**src/adcr_pkg.sv**
```systemverilog
`default_nettype none

package adcr_pkg;

  ////////////////////////////////////////////////////////////////////////////////
  // Register offsets on the serial control port (7-bit addresses)
  localparam logic [6:0] ADCR_OFS_MIXER_CONTROL  = 7'h08;
  localparam logic [6:0] ADCR_OFS_CLOCK_RATIO    = 7'h09;
  localparam logic [6:0] ADCR_OFS_FORMAT_FILTER  = 7'h0A;
  localparam logic [6:0] ADCR_OFS_POWER_PRECHG   = 7'h0C;
  localparam logic [6:0] ADCR_OFS_SOFT_RESET     = 7'h10;
  localparam logic [6:0] ADCR_OFS_FLAGS_STATUS   = 7'h11;
  localparam logic [6:0] ADCR_OFS_IRQ_MASK       = 7'h12;

  ////////////////////////////////////////////////////////////////////////////////
  // Reset values
  localparam logic [7:0] ADCR_RST_MIXER_CONTROL  = 8'h09;
  localparam logic [7:0] ADCR_RST_CLOCK_RATIO    = 8'h00;
  localparam logic [7:0] ADCR_RST_FORMAT_FILTER  = 8'h02;
  localparam logic [7:0] ADCR_RST_POWER_PRECHG   = 8'h00;
  localparam logic [7:0] ADCR_RST_SOFT_RESET     = 8'h00;
  localparam logic [7:0] ADCR_RST_IRQ_MASK       = 8'h00;

  // Implemented bits; all others read zero and ignore writes
  localparam logic [7:0] ADCR_MSK_MIXER_CONTROL  = 8'h3F;
  localparam logic [7:0] ADCR_MSK_CLOCK_RATIO    = 8'h10;
  localparam logic [7:0] ADCR_MSK_FORMAT_FILTER  = 8'h3F;
  localparam logic [7:0] ADCR_MSK_POWER_PRECHG   = 8'h3F;
  localparam logic [7:0] ADCR_MSK_SOFT_RESET     = 8'h03;
  localparam logic [7:0] ADCR_MSK_FLAGS_STATUS   = 8'h03;
  localparam logic [7:0] ADCR_MSK_IRQ_MASK       = 8'h07;

  ////////////////////////////////////////////////////////////////////////////////
  // Field positions
  localparam int ADCR_BIT_LMIX_L     = 0;
  localparam int ADCR_BIT_LMIX_R     = 1;
  localparam int ADCR_BIT_RMIX_L     = 2;
  localparam int ADCR_BIT_RMIX_R     = 3;
  localparam int ADCR_BIT_LMIX_INV   = 4;
  localparam int ADCR_BIT_RMIX_INV   = 5;
  localparam int ADCR_BIT_MCLK_RATIO = 4;
  localparam int ADCR_BIT_SLEN_LO    = 0;
  localparam int ADCR_BIT_DEEMPH     = 2;
  localparam int ADCR_BIT_DITHER     = 3;
  localparam int ADCR_BIT_FRAME_LO   = 4;
  localparam int ADCR_BIT_PWR_ON     = 0;
  localparam int ADCR_BIT_PRECHG     = 1;
  localparam int ADCR_BIT_CORE_RSTN  = 0;
  localparam int ADCR_BIT_FILT_RSTN  = 1;
  localparam int ADCR_BIT_LOCKED     = 2;
  localparam int ADCR_BIT_HS_SHORT   = 0;
  localparam int ADCR_BIT_USB        = 1;
  localparam int ADCR_BIT_IRQ_HS     = 0;
  localparam int ADCR_BIT_IRQ_RISE   = 1;
  localparam int ADCR_BIT_IRQ_FALL   = 2;

  ////////////////////////////////////////////////////////////////////////////////
  // Serial frame: R/W bit, 7 address bits, 8 data bits
  localparam logic [3:0] ADCR_HDR_LAST_BIT  = 4'h7;
  localparam logic [3:0] ADCR_DATA_FIRST    = 4'h8;
  localparam logic [3:0] ADCR_DATA_LAST_BIT = 4'hF;

  // Sample length and framing encodings
  localparam logic [1:0] ADCR_SLEN_16 = 2'h0;
  localparam logic [1:0] ADCR_SLEN_18 = 2'h1;
  localparam logic [1:0] ADCR_SLEN_20 = 2'h2;
  localparam logic [1:0] ADCR_FRAME_I2S   = 2'h0;
  localparam logic [1:0] ADCR_FRAME_LEFT  = 2'h1;
  localparam logic [1:0] ADCR_FRAME_RIGHT = 2'h2;

  // Serial port states
  typedef enum logic [3:0] {
    ADCR_ST_IDLE = 4'b0001,
    ADCR_ST_HDR  = 4'b0010,
    ADCR_ST_DATA = 4'b0100,
    ADCR_ST_DONE = 4'b1000
  } adcr_state_e;

  // Decoded control bundle
  typedef struct packed {
    logic       left_mix_left_src_en;
    logic       left_mix_right_src_en;
    logic       right_mix_left_src_en;
    logic       right_mix_right_src_en;
    logic       left_mix_invert;
    logic       right_mix_invert;
    logic       mclk_ratio_sel;
    logic [1:0] sample_len;
    logic       deemphasis_en;
    logic       dither_en;
    logic [1:0] frame_fmt;
    logic       master_power_on;
    logic       master_precharge;
    logic       left_in_precharge;
    logic       right_in_precharge;
    logic       left_out_precharge;
    logic       right_out_precharge;
    logic       core_reset_n;
    logic       filter_reset_n;
  } adcr_cfg_s;

endpackage

`default_nettype wire

```
**src/adcr_regs.sv**
```systemverilog
`default_nettype none

////////////////////////////////////////////////////////////////////////////////
module adcr_regs
  import adcr_pkg::*;
#(
  parameter int SAMPLE_W = 20
) (
  input  wire logic                ref_clk_in,        // System clock, 100 MHz
  input  wire logic                rst_in,            // Sync reset, active high
  input  wire logic                ce_in,             // Clock enable, freezes state
  input  wire logic                spi_cs_n_in,       // Control port select, active low
  input  wire logic                spi_sclk_in,       // Control port clock
  input  wire logic                spi_mosi_in,       // Control port data in
  output logic                     spi_miso_out,      // Control port data out
  output logic                     spi_miso_oe_out,   // Data out enable
  input  wire logic                headset_short_in,  // Headset short detector
  input  wire logic                usb_supply_in,     // USB supply present
  input  wire logic                sample_valid_in,   // Sample pair strobe
  input  wire logic [SAMPLE_W-1:0] left_sample_in,    // Left input sample
  input  wire logic [SAMPLE_W-1:0] right_sample_in,   // Right input sample
  output logic                     mix_valid_out,     // Mixed pair strobe
  output logic [SAMPLE_W-1:0]      left_mix_out,      // Left mixer output
  output logic [SAMPLE_W-1:0]      right_mix_out,     // Right mixer output
  output adcr_cfg_s                cfg_out,           // Decoded controls
  output logic                     irq_out            // Interrupt request
);

  ////////////////////////////////////////////////////////////////////////////////
  // Pin synchronisers

  logic [4:0] pins_raw;
  logic [4:0] pins_sync;
  logic       cs_n_s;
  logic       sclk_s;
  logic       mosi_s;
  logic       hs_s;
  logic       usb_s;

  // Bundle pins; select goes in inverted so a cleared chain reads deselected
  assign pins_raw = {usb_supply_in, headset_short_in, spi_mosi_in, spi_sclk_in, ~spi_cs_n_in};
  assign cs_n_s   = ~pins_sync[0];
  assign sclk_s   = pins_sync[1];
  assign mosi_s   = pins_sync[2];
  assign hs_s     = pins_sync[3];
  assign usb_s    = pins_sync[4];

  adcr_sync #(
    .WIDTH(5)
  ) u_sync (
    .clk_in  (ref_clk_in),
    .rst_in  (rst_in),
    .ce_in   (ce_in),
    .pin_in  (pins_raw),
    .sync_out(pins_sync)
  );

  ////////////////////////////////////////////////////////////////////////////////
  // Register storage

  logic [7:0] mixer_control_q;
  logic [7:0] clock_ratio_control_q;
  logic [7:0] format_filter_control_q;
  logic [7:0] power_precharge_control_q;
  logic [7:0] converter_soft_reset_q;
  logic [7:0] interrupt_enable_mask_q;
  logic [7:0] flags_status;

  // Read mux for one register offset
  function automatic logic [7:0] rd_data(input logic [6:0] addr);
    logic [7:0] val;
    val = 8'h00;
    if (addr == ADCR_OFS_MIXER_CONTROL) begin
      val = mixer_control_q;
    end else if (addr == ADCR_OFS_CLOCK_RATIO) begin
      val = clock_ratio_control_q;
    end else if (addr == ADCR_OFS_FORMAT_FILTER) begin
      val = format_filter_control_q;
    end else if (addr == ADCR_OFS_POWER_PRECHG) begin
      val = power_precharge_control_q;
    end else if (addr == ADCR_OFS_SOFT_RESET) begin
      val = converter_soft_reset_q;
    end else if (addr == ADCR_OFS_FLAGS_STATUS) begin
      val = flags_status;
    end else if (addr == ADCR_OFS_IRQ_MASK) begin
      val = interrupt_enable_mask_q;
    end
    return val;
  endfunction

  ////////////////////////////////////////////////////////////////////////////////
  // Serial control port

  adcr_state_e st_q;
  adcr_state_e st_d;
  logic        sclk_q;
  logic [3:0]  cnt_q;
  logic [7:0]  sh_q;
  logic [7:0]  tx_q;
  logic [6:0]  addr_q;
  logic        rd_q;
  logic        sclk_rise;
  logic        sclk_fall;
  logic [7:0]  rx_byte;
  logic        hdr_done;
  logic        wr_commit;

  // Edge detection on the filtered clock
  assign sclk_rise = sclk_s & ~sclk_q;
  assign sclk_fall = ~sclk_s & sclk_q;
  assign rx_byte   = {sh_q[6:0], mosi_s};
  assign hdr_done  = (st_q == ADCR_ST_HDR) && sclk_rise && (cnt_q == ADCR_HDR_LAST_BIT);
  assign wr_commit = (st_q == ADCR_ST_DATA) && sclk_rise && (cnt_q == ADCR_DATA_LAST_BIT) && !rd_q;

  // Data out drives only while selected
  assign spi_miso_out    = tx_q[7];
  assign spi_miso_oe_out = ~cs_n_s;

  // Frame sequencing
  always_comb begin
    st_d = st_q;
    case (st_q)
      ADCR_ST_IDLE: begin
        if (!cs_n_s) st_d = ADCR_ST_HDR;
      end
      ADCR_ST_HDR: begin
        if (cs_n_s) st_d = ADCR_ST_IDLE;
        else if (hdr_done) st_d = ADCR_ST_DATA;
      end
      ADCR_ST_DATA: begin
        if (cs_n_s) st_d = ADCR_ST_IDLE;
        else if (sclk_rise && (cnt_q == ADCR_DATA_LAST_BIT)) st_d = ADCR_ST_DONE;
      end
      ADCR_ST_DONE: begin
        if (cs_n_s) st_d = ADCR_ST_IDLE;
      end
      default: begin
        st_d = ADCR_ST_IDLE;
      end
    endcase
  end

  // Shift, count and header capture
  always_ff @(posedge ref_clk_in) begin
    if (rst_in) begin
      st_q   <= ADCR_ST_IDLE;
      sclk_q <= 1'b0;
      cnt_q  <= 4'h0;
      sh_q   <= 8'h00;
      addr_q <= 7'h00;
      rd_q   <= 1'b0;
    end else if (ce_in) begin
      st_q   <= st_d;
      sclk_q <= sclk_s;
      if (cs_n_s) begin
        cnt_q <= 4'h0;
      end else if (sclk_rise && (st_q != ADCR_ST_DONE)) begin
        cnt_q <= cnt_q + 4'h1;
        sh_q  <= rx_byte;
      end
      if (hdr_done) begin
        rd_q   <= rx_byte[7];
        addr_q <= rx_byte[6:0];
      end
    end
  end

  // Read data loads on first data fall, then shifts
  always_ff @(posedge ref_clk_in) begin
    if (rst_in) begin
      tx_q <= 8'h00;
    end else if (ce_in) begin
      if (cs_n_s) begin
        tx_q <= 8'h00;
      end else if ((st_q == ADCR_ST_DATA) && sclk_fall) begin
        tx_q <= (cnt_q == ADCR_DATA_FIRST) ? (rd_q ? rd_data(addr_q) : 8'h00) : {tx_q[6:0], 1'b0};
      end
    end
  end

  ////////////////////////////////////////////////////////////////////////////////
  // Register writes

  logic wr_mix;
  logic wr_clk;
  logic wr_fmt;
  logic wr_pwr;
  logic wr_rst;
  logic wr_msk;

  // Address decode for the committing write
  assign wr_mix = wr_commit && (addr_q == ADCR_OFS_MIXER_CONTROL);
  assign wr_clk = wr_commit && (addr_q == ADCR_OFS_CLOCK_RATIO);
  assign wr_fmt = wr_commit && (addr_q == ADCR_OFS_FORMAT_FILTER);
  assign wr_pwr = wr_commit && (addr_q == ADCR_OFS_POWER_PRECHG);
  assign wr_rst = wr_commit && (addr_q == ADCR_OFS_SOFT_RESET);
  assign wr_msk = wr_commit && (addr_q == ADCR_OFS_IRQ_MASK);

  always_ff @(posedge ref_clk_in) begin
    if (rst_in) begin
      mixer_control_q <= ADCR_RST_MIXER_CONTROL;
    end else if (ce_in && wr_mix) begin
      mixer_control_q <= rx_byte & ADCR_MSK_MIXER_CONTROL;
    end
  end

  always_ff @(posedge ref_clk_in) begin
    if (rst_in) begin
      clock_ratio_control_q <= ADCR_RST_CLOCK_RATIO;
    end else if (ce_in && wr_clk) begin
      clock_ratio_control_q <= rx_byte & ADCR_MSK_CLOCK_RATIO;
    end
  end

  always_ff @(posedge ref_clk_in) begin
    if (rst_in) begin
      format_filter_control_q <= ADCR_RST_FORMAT_FILTER;
    end else if (ce_in && wr_fmt) begin
      format_filter_control_q <= rx_byte & ADCR_MSK_FORMAT_FILTER;
    end
  end

  always_ff @(posedge ref_clk_in) begin
    if (rst_in) begin
      power_precharge_control_q <= ADCR_RST_POWER_PRECHG;
    end else if (ce_in && wr_pwr) begin
      power_precharge_control_q <= rx_byte & ADCR_MSK_POWER_PRECHG;
    end
  end

  // soft resets; locked bit never stored
  always_ff @(posedge ref_clk_in) begin
    if (rst_in) begin
      converter_soft_reset_q <= ADCR_RST_SOFT_RESET;
    end else if (ce_in && wr_rst) begin
      converter_soft_reset_q <= rx_byte & ADCR_MSK_SOFT_RESET;
    end
  end

  always_ff @(posedge ref_clk_in) begin
    if (rst_in) begin
      interrupt_enable_mask_q <= ADCR_RST_IRQ_MASK;
    end else if (ce_in && wr_msk) begin
      interrupt_enable_mask_q <= rx_byte & ADCR_MSK_IRQ_MASK;
    end
  end

  assign flags_status = {6'h00, usb_s, hs_s} & ADCR_MSK_FLAGS_STATUS;

  ////////////////////////////////////////////////////////////////////////////////
  // Control decode

  assign cfg_out.left_mix_left_src_en   = mixer_control_q[ADCR_BIT_LMIX_L];
  assign cfg_out.left_mix_right_src_en  = mixer_control_q[ADCR_BIT_LMIX_R];
  assign cfg_out.right_mix_left_src_en  = mixer_control_q[ADCR_BIT_RMIX_L];
  assign cfg_out.right_mix_right_src_en = mixer_control_q[ADCR_BIT_RMIX_R];
  assign cfg_out.left_mix_invert        = mixer_control_q[ADCR_BIT_LMIX_INV];
  assign cfg_out.right_mix_invert       = mixer_control_q[ADCR_BIT_RMIX_INV];
  assign cfg_out.mclk_ratio_sel         = clock_ratio_control_q[ADCR_BIT_MCLK_RATIO];
  assign cfg_out.sample_len             = format_filter_control_q[ADCR_BIT_SLEN_LO +: 2];
  assign cfg_out.deemphasis_en          = format_filter_control_q[ADCR_BIT_DEEMPH];
  assign cfg_out.dither_en              = format_filter_control_q[ADCR_BIT_DITHER];
  assign cfg_out.frame_fmt              = format_filter_control_q[ADCR_BIT_FRAME_LO +: 2];
  assign cfg_out.master_power_on        = power_precharge_control_q[ADCR_BIT_PWR_ON];
  assign cfg_out.master_precharge       = power_precharge_control_q[ADCR_BIT_PRECHG];
  assign cfg_out.left_in_precharge      = power_precharge_control_q[2];
  assign cfg_out.right_in_precharge     = power_precharge_control_q[3];
  assign cfg_out.left_out_precharge     = power_precharge_control_q[4];
  assign cfg_out.right_out_precharge    = power_precharge_control_q[5];
  assign cfg_out.core_reset_n           = converter_soft_reset_q[ADCR_BIT_CORE_RSTN];
  assign cfg_out.filter_reset_n         = converter_soft_reset_q[ADCR_BIT_FILT_RSTN];

  ////////////////////////////////////////////////////////////////////////////////
  // Digital mixer

  // One channel: select, halve when both, then optional invert
  function automatic logic [SAMPLE_W-1:0] mix(input logic [SAMPLE_W-1:0] a, input logic [SAMPLE_W-1:0] b,
                                              input logic en_a, input logic en_b, input logic inv);
    logic signed [SAMPLE_W:0] sum;
    logic [SAMPLE_W-1:0]      res;
    sum = $signed({a[SAMPLE_W-1], a} & {(SAMPLE_W+1){en_a}}) + $signed({b[SAMPLE_W-1], b} & {(SAMPLE_W+1){en_b}});
    res = (en_a && en_b) ? sum[SAMPLE_W:1] : sum[SAMPLE_W-1:0];
    return inv ? (~res + {{(SAMPLE_W-1){1'b0}}, 1'b1}) : res;
  endfunction

  logic [SAMPLE_W-1:0] left_mix_q;
  logic [SAMPLE_W-1:0] right_mix_q;
  logic                mix_valid_q;

  assign left_mix_out  = left_mix_q;
  assign right_mix_out = right_mix_q;
  assign mix_valid_out = mix_valid_q;

  // mix registers; core reset holds them at zero
  always_ff @(posedge ref_clk_in) begin
    if (rst_in || (ce_in && !cfg_out.core_reset_n)) begin
      left_mix_q  <= '0;
      right_mix_q <= '0;
      mix_valid_q <= 1'b0;
    end else if (ce_in) begin
      mix_valid_q <= sample_valid_in;
      if (sample_valid_in) begin
        left_mix_q  <= mix(left_sample_in, right_sample_in, cfg_out.left_mix_left_src_en,
                           cfg_out.left_mix_right_src_en, cfg_out.left_mix_invert);
        right_mix_q <= mix(left_sample_in, right_sample_in, cfg_out.right_mix_left_src_en,
                           cfg_out.right_mix_right_src_en, cfg_out.right_mix_invert);
      end
    end
  end

  ////////////////////////////////////////////////////////////////////////////////
  // Interrupt request

  logic usb_q;
  logic irq_q;
  logic irq_d;

  // masked short level and USB edges
  assign irq_d = (interrupt_enable_mask_q[ADCR_BIT_IRQ_HS] & hs_s) |
                 (interrupt_enable_mask_q[ADCR_BIT_IRQ_RISE] & usb_s & ~usb_q) |
                 (interrupt_enable_mask_q[ADCR_BIT_IRQ_FALL] & ~usb_s & usb_q);
  assign irq_out = irq_q;

  // Interrupt flop and USB history
  always_ff @(posedge ref_clk_in) begin
    if (rst_in) begin
      usb_q <= 1'b0;
      irq_q <= 1'b0;
    end else if (ce_in) begin
      usb_q <= usb_s;
      irq_q <= irq_d;
    end
  end

endmodule

`default_nettype wire

```
**src/adcr_sync.sv**
```systemverilog
`default_nettype none

// Three-stage pin synchroniser with agreement filter
module adcr_sync #(
  parameter int WIDTH = 1
) (
  input  wire logic             clk_in,   // System clock
  input  wire logic             rst_in,   // Sync reset, active high
  input  wire logic             ce_in,    // Clock enable
  input  wire logic [WIDTH-1:0] pin_in,   // Asynchronous pins
  output logic      [WIDTH-1:0] sync_out  // Filtered level
);

  logic [WIDTH-1:0] s1_q;
  logic [WIDTH-1:0] s2_q;
  logic [WIDTH-1:0] s3_q;
  logic [WIDTH-1:0] out_q;
  logic [WIDTH-1:0] out_d;

  // Take new level only where stages two and three agree
  assign out_d    = (s2_q & s3_q) | (out_q & (s2_q | s3_q));
  assign sync_out = out_q;

  // Synchroniser chain
  always_ff @(posedge clk_in) begin
    if (rst_in) begin
      s1_q  <= '0;
      s2_q  <= '0;
      s3_q  <= '0;
      out_q <= '0;
    end else if (ce_in) begin
      s1_q  <= pin_in;
      s2_q  <= s1_q;
      s3_q  <= s2_q;
      out_q <= out_d;
    end
  end

endmodule

`default_nettype wire

```
**config.mk**
```make
export PLATFORM = sky130hd
export DESIGN_NAME = adcr_regs
export DESIGN_NICKNAME = d
export VERILOG_FILES = /design/src/adcr_pkg.sv /design/src/adcr_regs.sv /design/src/adcr_sync.sv
export SDC_FILE = /design/constraint.sdc
export NUM_CORES = 1
export LEC_CHECK = 0
export CORE_MARGIN = 2
export CORE_UTILIZATION = 65
export CTS_BUF_LIST = sky130_fd_sc_hd__clkbuf_8
export DETAILED_ROUTE_END_ITERATION = 6
export DONT_BUFFER_PORTS = 1
export GPL_TIMING_DRIVEN = 0
export PLACE_DENSITY = 0.84
export SLEW_MARGIN = 20
export SYNTH_ARGS = -nofsm -noshare
export SYNTH_HDL_FRONTEND = slang
export SYNTH_SLANG_ARGS = --single-unit
```
**constraint.sdc**
```tcl
create_clock -name ref_clk_in -period 5.39 [get_ports ref_clk_in]
set_input_delay 0.8085 -clock ref_clk_in [delete_from_list [all_inputs] [get_ports ref_clk_in]]
set_output_delay 0.8085 -clock ref_clk_in [all_outputs]
set_load 0.05 [all_outputs]
```
Yosys cells after proc, flatten, opt, wreduce, memory -nomap -nowiden:

Cells that the tools add are included.

* output and inout port bits: 65
* register bits after elaboration: 119
* word-level logic and storage cells: 128

* bitwise gates (word level): 24
* add/subtract/negate cells: 5
* reduce and logical (&&, ||, !) cells: 32
* equality and inequality tests: 21
* mux-type cells: 24

Operators with widths (number)
* AND 21 bit: 4
* two-way mux 20 bit: 4
* adder 21 bit: 2
* adder 20 x 1 -> 20 bit, second input constant: 2
* NOT 20 bit: 2
* two-way mux 4 bit: 8
* two-way mux 8 bit: 4
* equality test 7 x 4 -> 1 bit, second input constant: 4
* two-way mux 6 bit: 4
* logical AND 1 bit: 23
* equality test 7 x 5 -> 1 bit, second input constant: 3
* case mux 4 bit (4 select lines): 1
* equality test 4 bit, second input constant: 3
* AND 5 bit: 2
* OR 5 bit: 2
* two-way mux 3 bit: 3
* equality test 4 x 3 -> 1 bit, second input constant: 2
* AND reduction 2 bit: 4
* AND 1 bit: 7
* inequality test 2 bit, second input constant: 3
* inequality test 3 bit, second input constant: 2
* NOT 1 bit: 5
* AND reduction 5 bit: 1
* adder 4 x 1 -> 4 bit, second input constant: 1
* other kinds (8): 10

Depth between registers and ports, before layout:

* depth in word-level cells: 12
* gate-level depth with buffers: 17

Modules after synthesis:

From an unflattened synthesis, not the netlist that was laid out.

* cell total of the unflattened synthesis: 1177
* area total of the unflattened synthesis: 9108.7 sq um

Modules (own cells, without submodules)
* adcr_regs: area each 8251.7 sq um, times used 1, seq. area each 1981.9 sq um, cells an instance 1097
* adcr_sync: area each 857.1 sq um, times used 1, seq. area each 400.4 sq um, cells an instance 80

Least setup slack after synthesis:

OpenSTA, ideal clock, no wires.

* path kind: in2reg
* start point: input left_sample_in[0]
* end point: register left_mix_q[18] (netlist: left_mix_out[18])
* data arrival time: 3.825 ns
* setup slack: 1.449 ns
* stages: 16
* required time: 5.275 ns
* path buffers: 0
* cells stage by stage: and2_1 -> ha_1 -> fa_1 -> xnor2_1 -> nor2_1 -> a21oi_1 -> ha_1 -> o21a_1 -> o221ai_1 -> a211o_1 -> nor2b_1 -> nand4_1 -> nand4bb_1 -> o31ai_2 -> mux2i_1 -> nand2_1

* word-level cells in the longest chain between the ends: 6

Ends and longest elaborated chain
* from (decl): line adcr_regs.sv:20 `input wire logic [SAMPLE_W-1:0] left_sample_in,`
* AND 21 bit (*): line adcr_regs.sv:281 `sum = $signed({a[SAMPLE_W-1], a} & {(SAMPLE_W+1){en_a}}) + $signed({b[SAMPLE_W-1], b} & {(SAMPLE_W+1){en_b}});`
* adder 21 bit (*): line adcr_regs.sv:281
* two-way mux 20 bit (*): line adcr_regs.sv:282 `res = (en_a && en_b) ? sum[SAMPLE_W:1] : sum[SAMPLE_W-1:0];`
* NOT 20 bit: line adcr_regs.sv:283 `return inv ? (~res + {{(SAMPLE_W-1){1'b0}}, 1'b1}) : res;`
* adder 20 x 1 -> 20 bit: line adcr_regs.sv:283
* two-way mux 20 bit (*): line adcr_regs.sv:283
* to (signal assigned): line adcr_regs.sv:303 `left_mix_q <= mix(left_sample_in, right_sample_in, cfg_out.left_mix_left_src_en,`
* to (decl): line adcr_regs.sv:286 `logic [SAMPLE_W-1:0] left_mix_q;`

Every way passes the cells marked *; elsewhere a longest branch is shown, timed or not.
A chain may end at the register's enable or synchronous reset.

Worst setup path after layout:

* start point: register mixer_control_q[2]
* end point: register right_mix_q[15] (netlist: right_mix_out[15])

* word-level cells in the longest chain between the ends: 6

Ends and longest elaborated chain
* from (decl): line adcr_regs.sv:61 `logic [7:0] mixer_control_q;`
* from (signal assigned): line adcr_regs.sv:203 `mixer_control_q <= rx_byte & ADCR_MSK_MIXER_CONTROL;`
* AND 21 bit: line adcr_regs.sv:281
* adder 21 bit: line adcr_regs.sv:281
* two-way mux 20 bit (*): line adcr_regs.sv:282
* NOT 20 bit: line adcr_regs.sv:283
* adder 20 x 1 -> 20 bit: line adcr_regs.sv:283
* two-way mux 20 bit (*): line adcr_regs.sv:283
* to (signal assigned): line adcr_regs.sv:305 `right_mix_q <= mix(left_sample_in, right_sample_in, cfg_out.right_mix_left_src_en,`
* to (decl): line adcr_regs.sv:287 `logic [SAMPLE_W-1:0] right_mix_q;`

Marks and branches as above.

==> out/results.tsv <==
stage	metric	value	unit
timing	finalCritPeriodShare	87.3	%
yosys	synth-main-ff-cell	dfxtp_1	
timing	fin_worst_skew	0.0121	ns
setup_path	endpoint_kind	register	
yosys	synthArstFlopShare	0	%
route	drtAntennaViolNets	0	
route	wl	28600	microns
yosys	yosysTopAreaCell	dfxtp_1	
timing	setup_viol	0	
timing	tns	0	ns
setup_path	critPathKind	register to register	
die	coreArea	0.0144	sq mm
placed_design	hpwl	21600	microns
pwr	ir_drop	0.272	mV
setup_path	worstPathRequired	5.76	ns
setup_path	path_delay_family	compound AO/OA/AOI/OAI gates	
outcome	outcome	complete, no violations	
yosys	synth_edf_count	0	
clock_network	post_cts_buffers	0	
timing	clock.fmax	212	MHz
timing	finalHoldViolCount	0	
placed_design	portBuffers	0	
grt	grt_pass1_vias	8950	
route	drc_errors	0	
setup_path	arrival	5.08	ns
timing	worst_slew_pin_slew	0.969	ns
yosys	synth_area_per_cell	7.64	sq um
yosys	yosysUniqueCellTypes	90	
setup_path	critPathMaxStageDelay	0.93	ns
die	rows	44	
yosys	synth_fp_nets	1341	
clock_network	cts_sinks	119	
clock_network	cts-resized-gates	0	
timing	holdWs	0.464	ns
pwr	p_total	2.00	mW
clock_network	tritoncts	built	
setup_path	start_kind	register	
clock_network	h-tree-depth	4	
yosys	ys_seq_elements	119	
placed_design	place_congestion	0.989	
yosys	yosysTopAreaCellShare	25.0	%
die	boundaryPins	114	
finish	fillers	1170	
flow_run	max_cap_viol_count	0	
die	die_h	125	microns
die	die_w	125	microns
route	firstDrtPassIters	6	
yosys	seq_area_frac_synth	25.0	%
grt	grt_pass1_wl	45900	microns
route	num_vias	9753	
clock_network	clk_latency	0.45	ns
setup_path	cp_max_fo	10	
pwr	p_leak	3.97	nW
timing	drv_slew	0	
die	dieArea	0.0156	sq mm
yosys	yosysWarnings	0	
route	viasPerCell	6.67	
finish	nets	1360	
min_path	worstHoldPathType	input port to register	
yosys	synth_most_common_cell	nor2_1	
route	wire_per_inst	19.6	microns
finish	layout-drive-gt1-share	5.95	%
grt	grt_overflow_total	0	
yosys	ys_top_cells_by_area	dfxtp_1, mux2i_1, and2_1	
setup_path	crit_top_cell	a211oi_1	
pwr	p_per_area	196	mW/mm^2
finish	antenna_cells	0	
clock_network	clockBufferDepth	2	
timing	relSlewSlack	34.9	%
timing	grt_setup_unrepaired	false	
grt	antenna_found_initial	0	
yosys	synth_area	0.00952	sq mm
route	drt_iter0_markers	1136	
grt	grt_max_degree	17	
grt	track_usage	35.6	%
setup_path	slowest_stage	dfxtp_1	
die	start_util	66.0	%
setup_path	crit_chain	clkbuf_1 -> and2_1 -> ha_1 -> a211oi_1 -> o21bai_1 -> a2111oi_4 -> o211ai_1 -> a211oi_1 -> nand4_1 -> o31ai_1 -> xnor2_1 -> nand2_1 -> a21oi_1	
clock_network	holdBufCountCts	0	
yosys	synth_cells	1246	
timing	min_period	4.71	ns
setup_path	crit_buf_inv	1	
finish	syn_to_final_growth	6.67	%
finish	stdcell_count	1462	
yosys	ys_top_cells_by_count	nor2_1, dfxtp_1, nand2_1, a21oi_1, and2_1	
placed_design	place_inst	1430	
clock_network	cts-root-buf	clkbuf_8	
clock_network	numCtsBuffers	17	
clock_network	clk_pin_slew_worst_paths	0.07	ns
==> logic make-up (layout without fill, tap and decap cells) <==
family / after synthesis / after routing / share of synthesized area, %
DFF: 119 / 119 / 25.0
AOI/OAI and AO/OA: 369 / 369 / 27.0
adders and majority gates: 46 / 46 / 6.20
buffers and inverters: 107 / 139 / 4.55
muxes: 68 / 68 / 7.15
and+or+nand+nor: 503 / 503 / 26.9
xor gates and xnor gates: 34 / 34 / 3.13
==> power by group <==
group          switching, mW  total [mW]  internal [mW]
combinational          0.159       0.246         0.0867
sequential            0.0403       0.933          0.892
clock                  0.393       0.816          0.424
==> state kept, by name, summed over array words and instances (netlist names), 2 cells and up <==
signal	flops
left_mix_out	20
mixer_control_q	6
u_sync.s2_q	5
u_sync.sync_out	5
sh_q	7
cnt_q	4
u_sync.s1_q	5
right_mix_out	20
format_filter_control_q	6
tx_q	8
interrupt_enable_mask_q	3
u_sync.s3_q	5
converter_soft_reset_q	2
power_precharge_control_q	6
addr_q	7
st_q	4
==> area by class of cell <==
type                       instances  area, sq um  area share [%]
tap                              184          230            2.27
clock buffer                      18          248            2.44
clock inverter                    14          151            1.49
inverter                          26         97.6           0.961
sequential                       119         2380            23.4
buffer                            81          335            3.30
multi-input combinational       1020         6720            66.1
==> metal layers <==
layer | global-route usage (%) | wire (microns) | vias to the layer above
li1 | - | - | 4598
met1 | 47.7 | 12100 | 4496
met2 | 54.2 | 12300 | 559
met3 | 9.24 | 2990 | 100
met4 | 15.9 | 1240 | 0
met5 | 0 | 0 | -
==> stage by stage <==
step	setup WS [ns]	utilization [%]	cell area [sq um]
after floorplan	1.45	-	9520
after global placement	0.952	67.6	9750
after detailed placement	0.864	67.7	9760
after CTS	0.816	70.4	10200
after global routing	0.469	70.4	10200
final	0.684	70.4	10200
==> path summary, 6_finish.rpt <==
check | from | to | slack, ns | depth (start not counted)
max | mixer_control_q[2] | right_mix_out[15] | 0.68 | 13
min | spi_cs_n_in | u_sync.s1_q[0] | 0.46 | 1
max reg2reg | mixer_control_q[2] | right_mix_out[15] | 0.68 | 13
min reg2reg | u_sync.s2_q[4] | u_sync.sync_out[4] | 0.48 | 2
==> cell usage in the layout (no fill, tap or decap), types with 10 or more instances in the layout <==
| cell type | n |
|---|---|
| a211oi_1 | 25 |
| a21o_1 | 26 |
| a21oi_1 | 90 |
| a22oi_1 | 13 |
| and2_1 | 90 |
| and3_1 | 13 |
| clkbuf_1 | 68 |
| clkbuf_8 | 18 |
| dfxtp_1 | 119 |
| ha_1 | 44 |
| inv_1 | 26 |
| mux2i_1 | 68 |
| nand2_1 | 101 |
| nand3_1 | 37 |
| nand4_1 | 15 |
| nor2_1 | 143 |
| nor2b_1 | 17 |
| nor3_1 | 27 |
| o211ai_1 | 10 |
| o21ai_0 | 77 |
| or3_1 | 11 |
| xnor2_1 | 20 |
| xor2_1 | 14 |
Power figures use the tool's default switching activity.
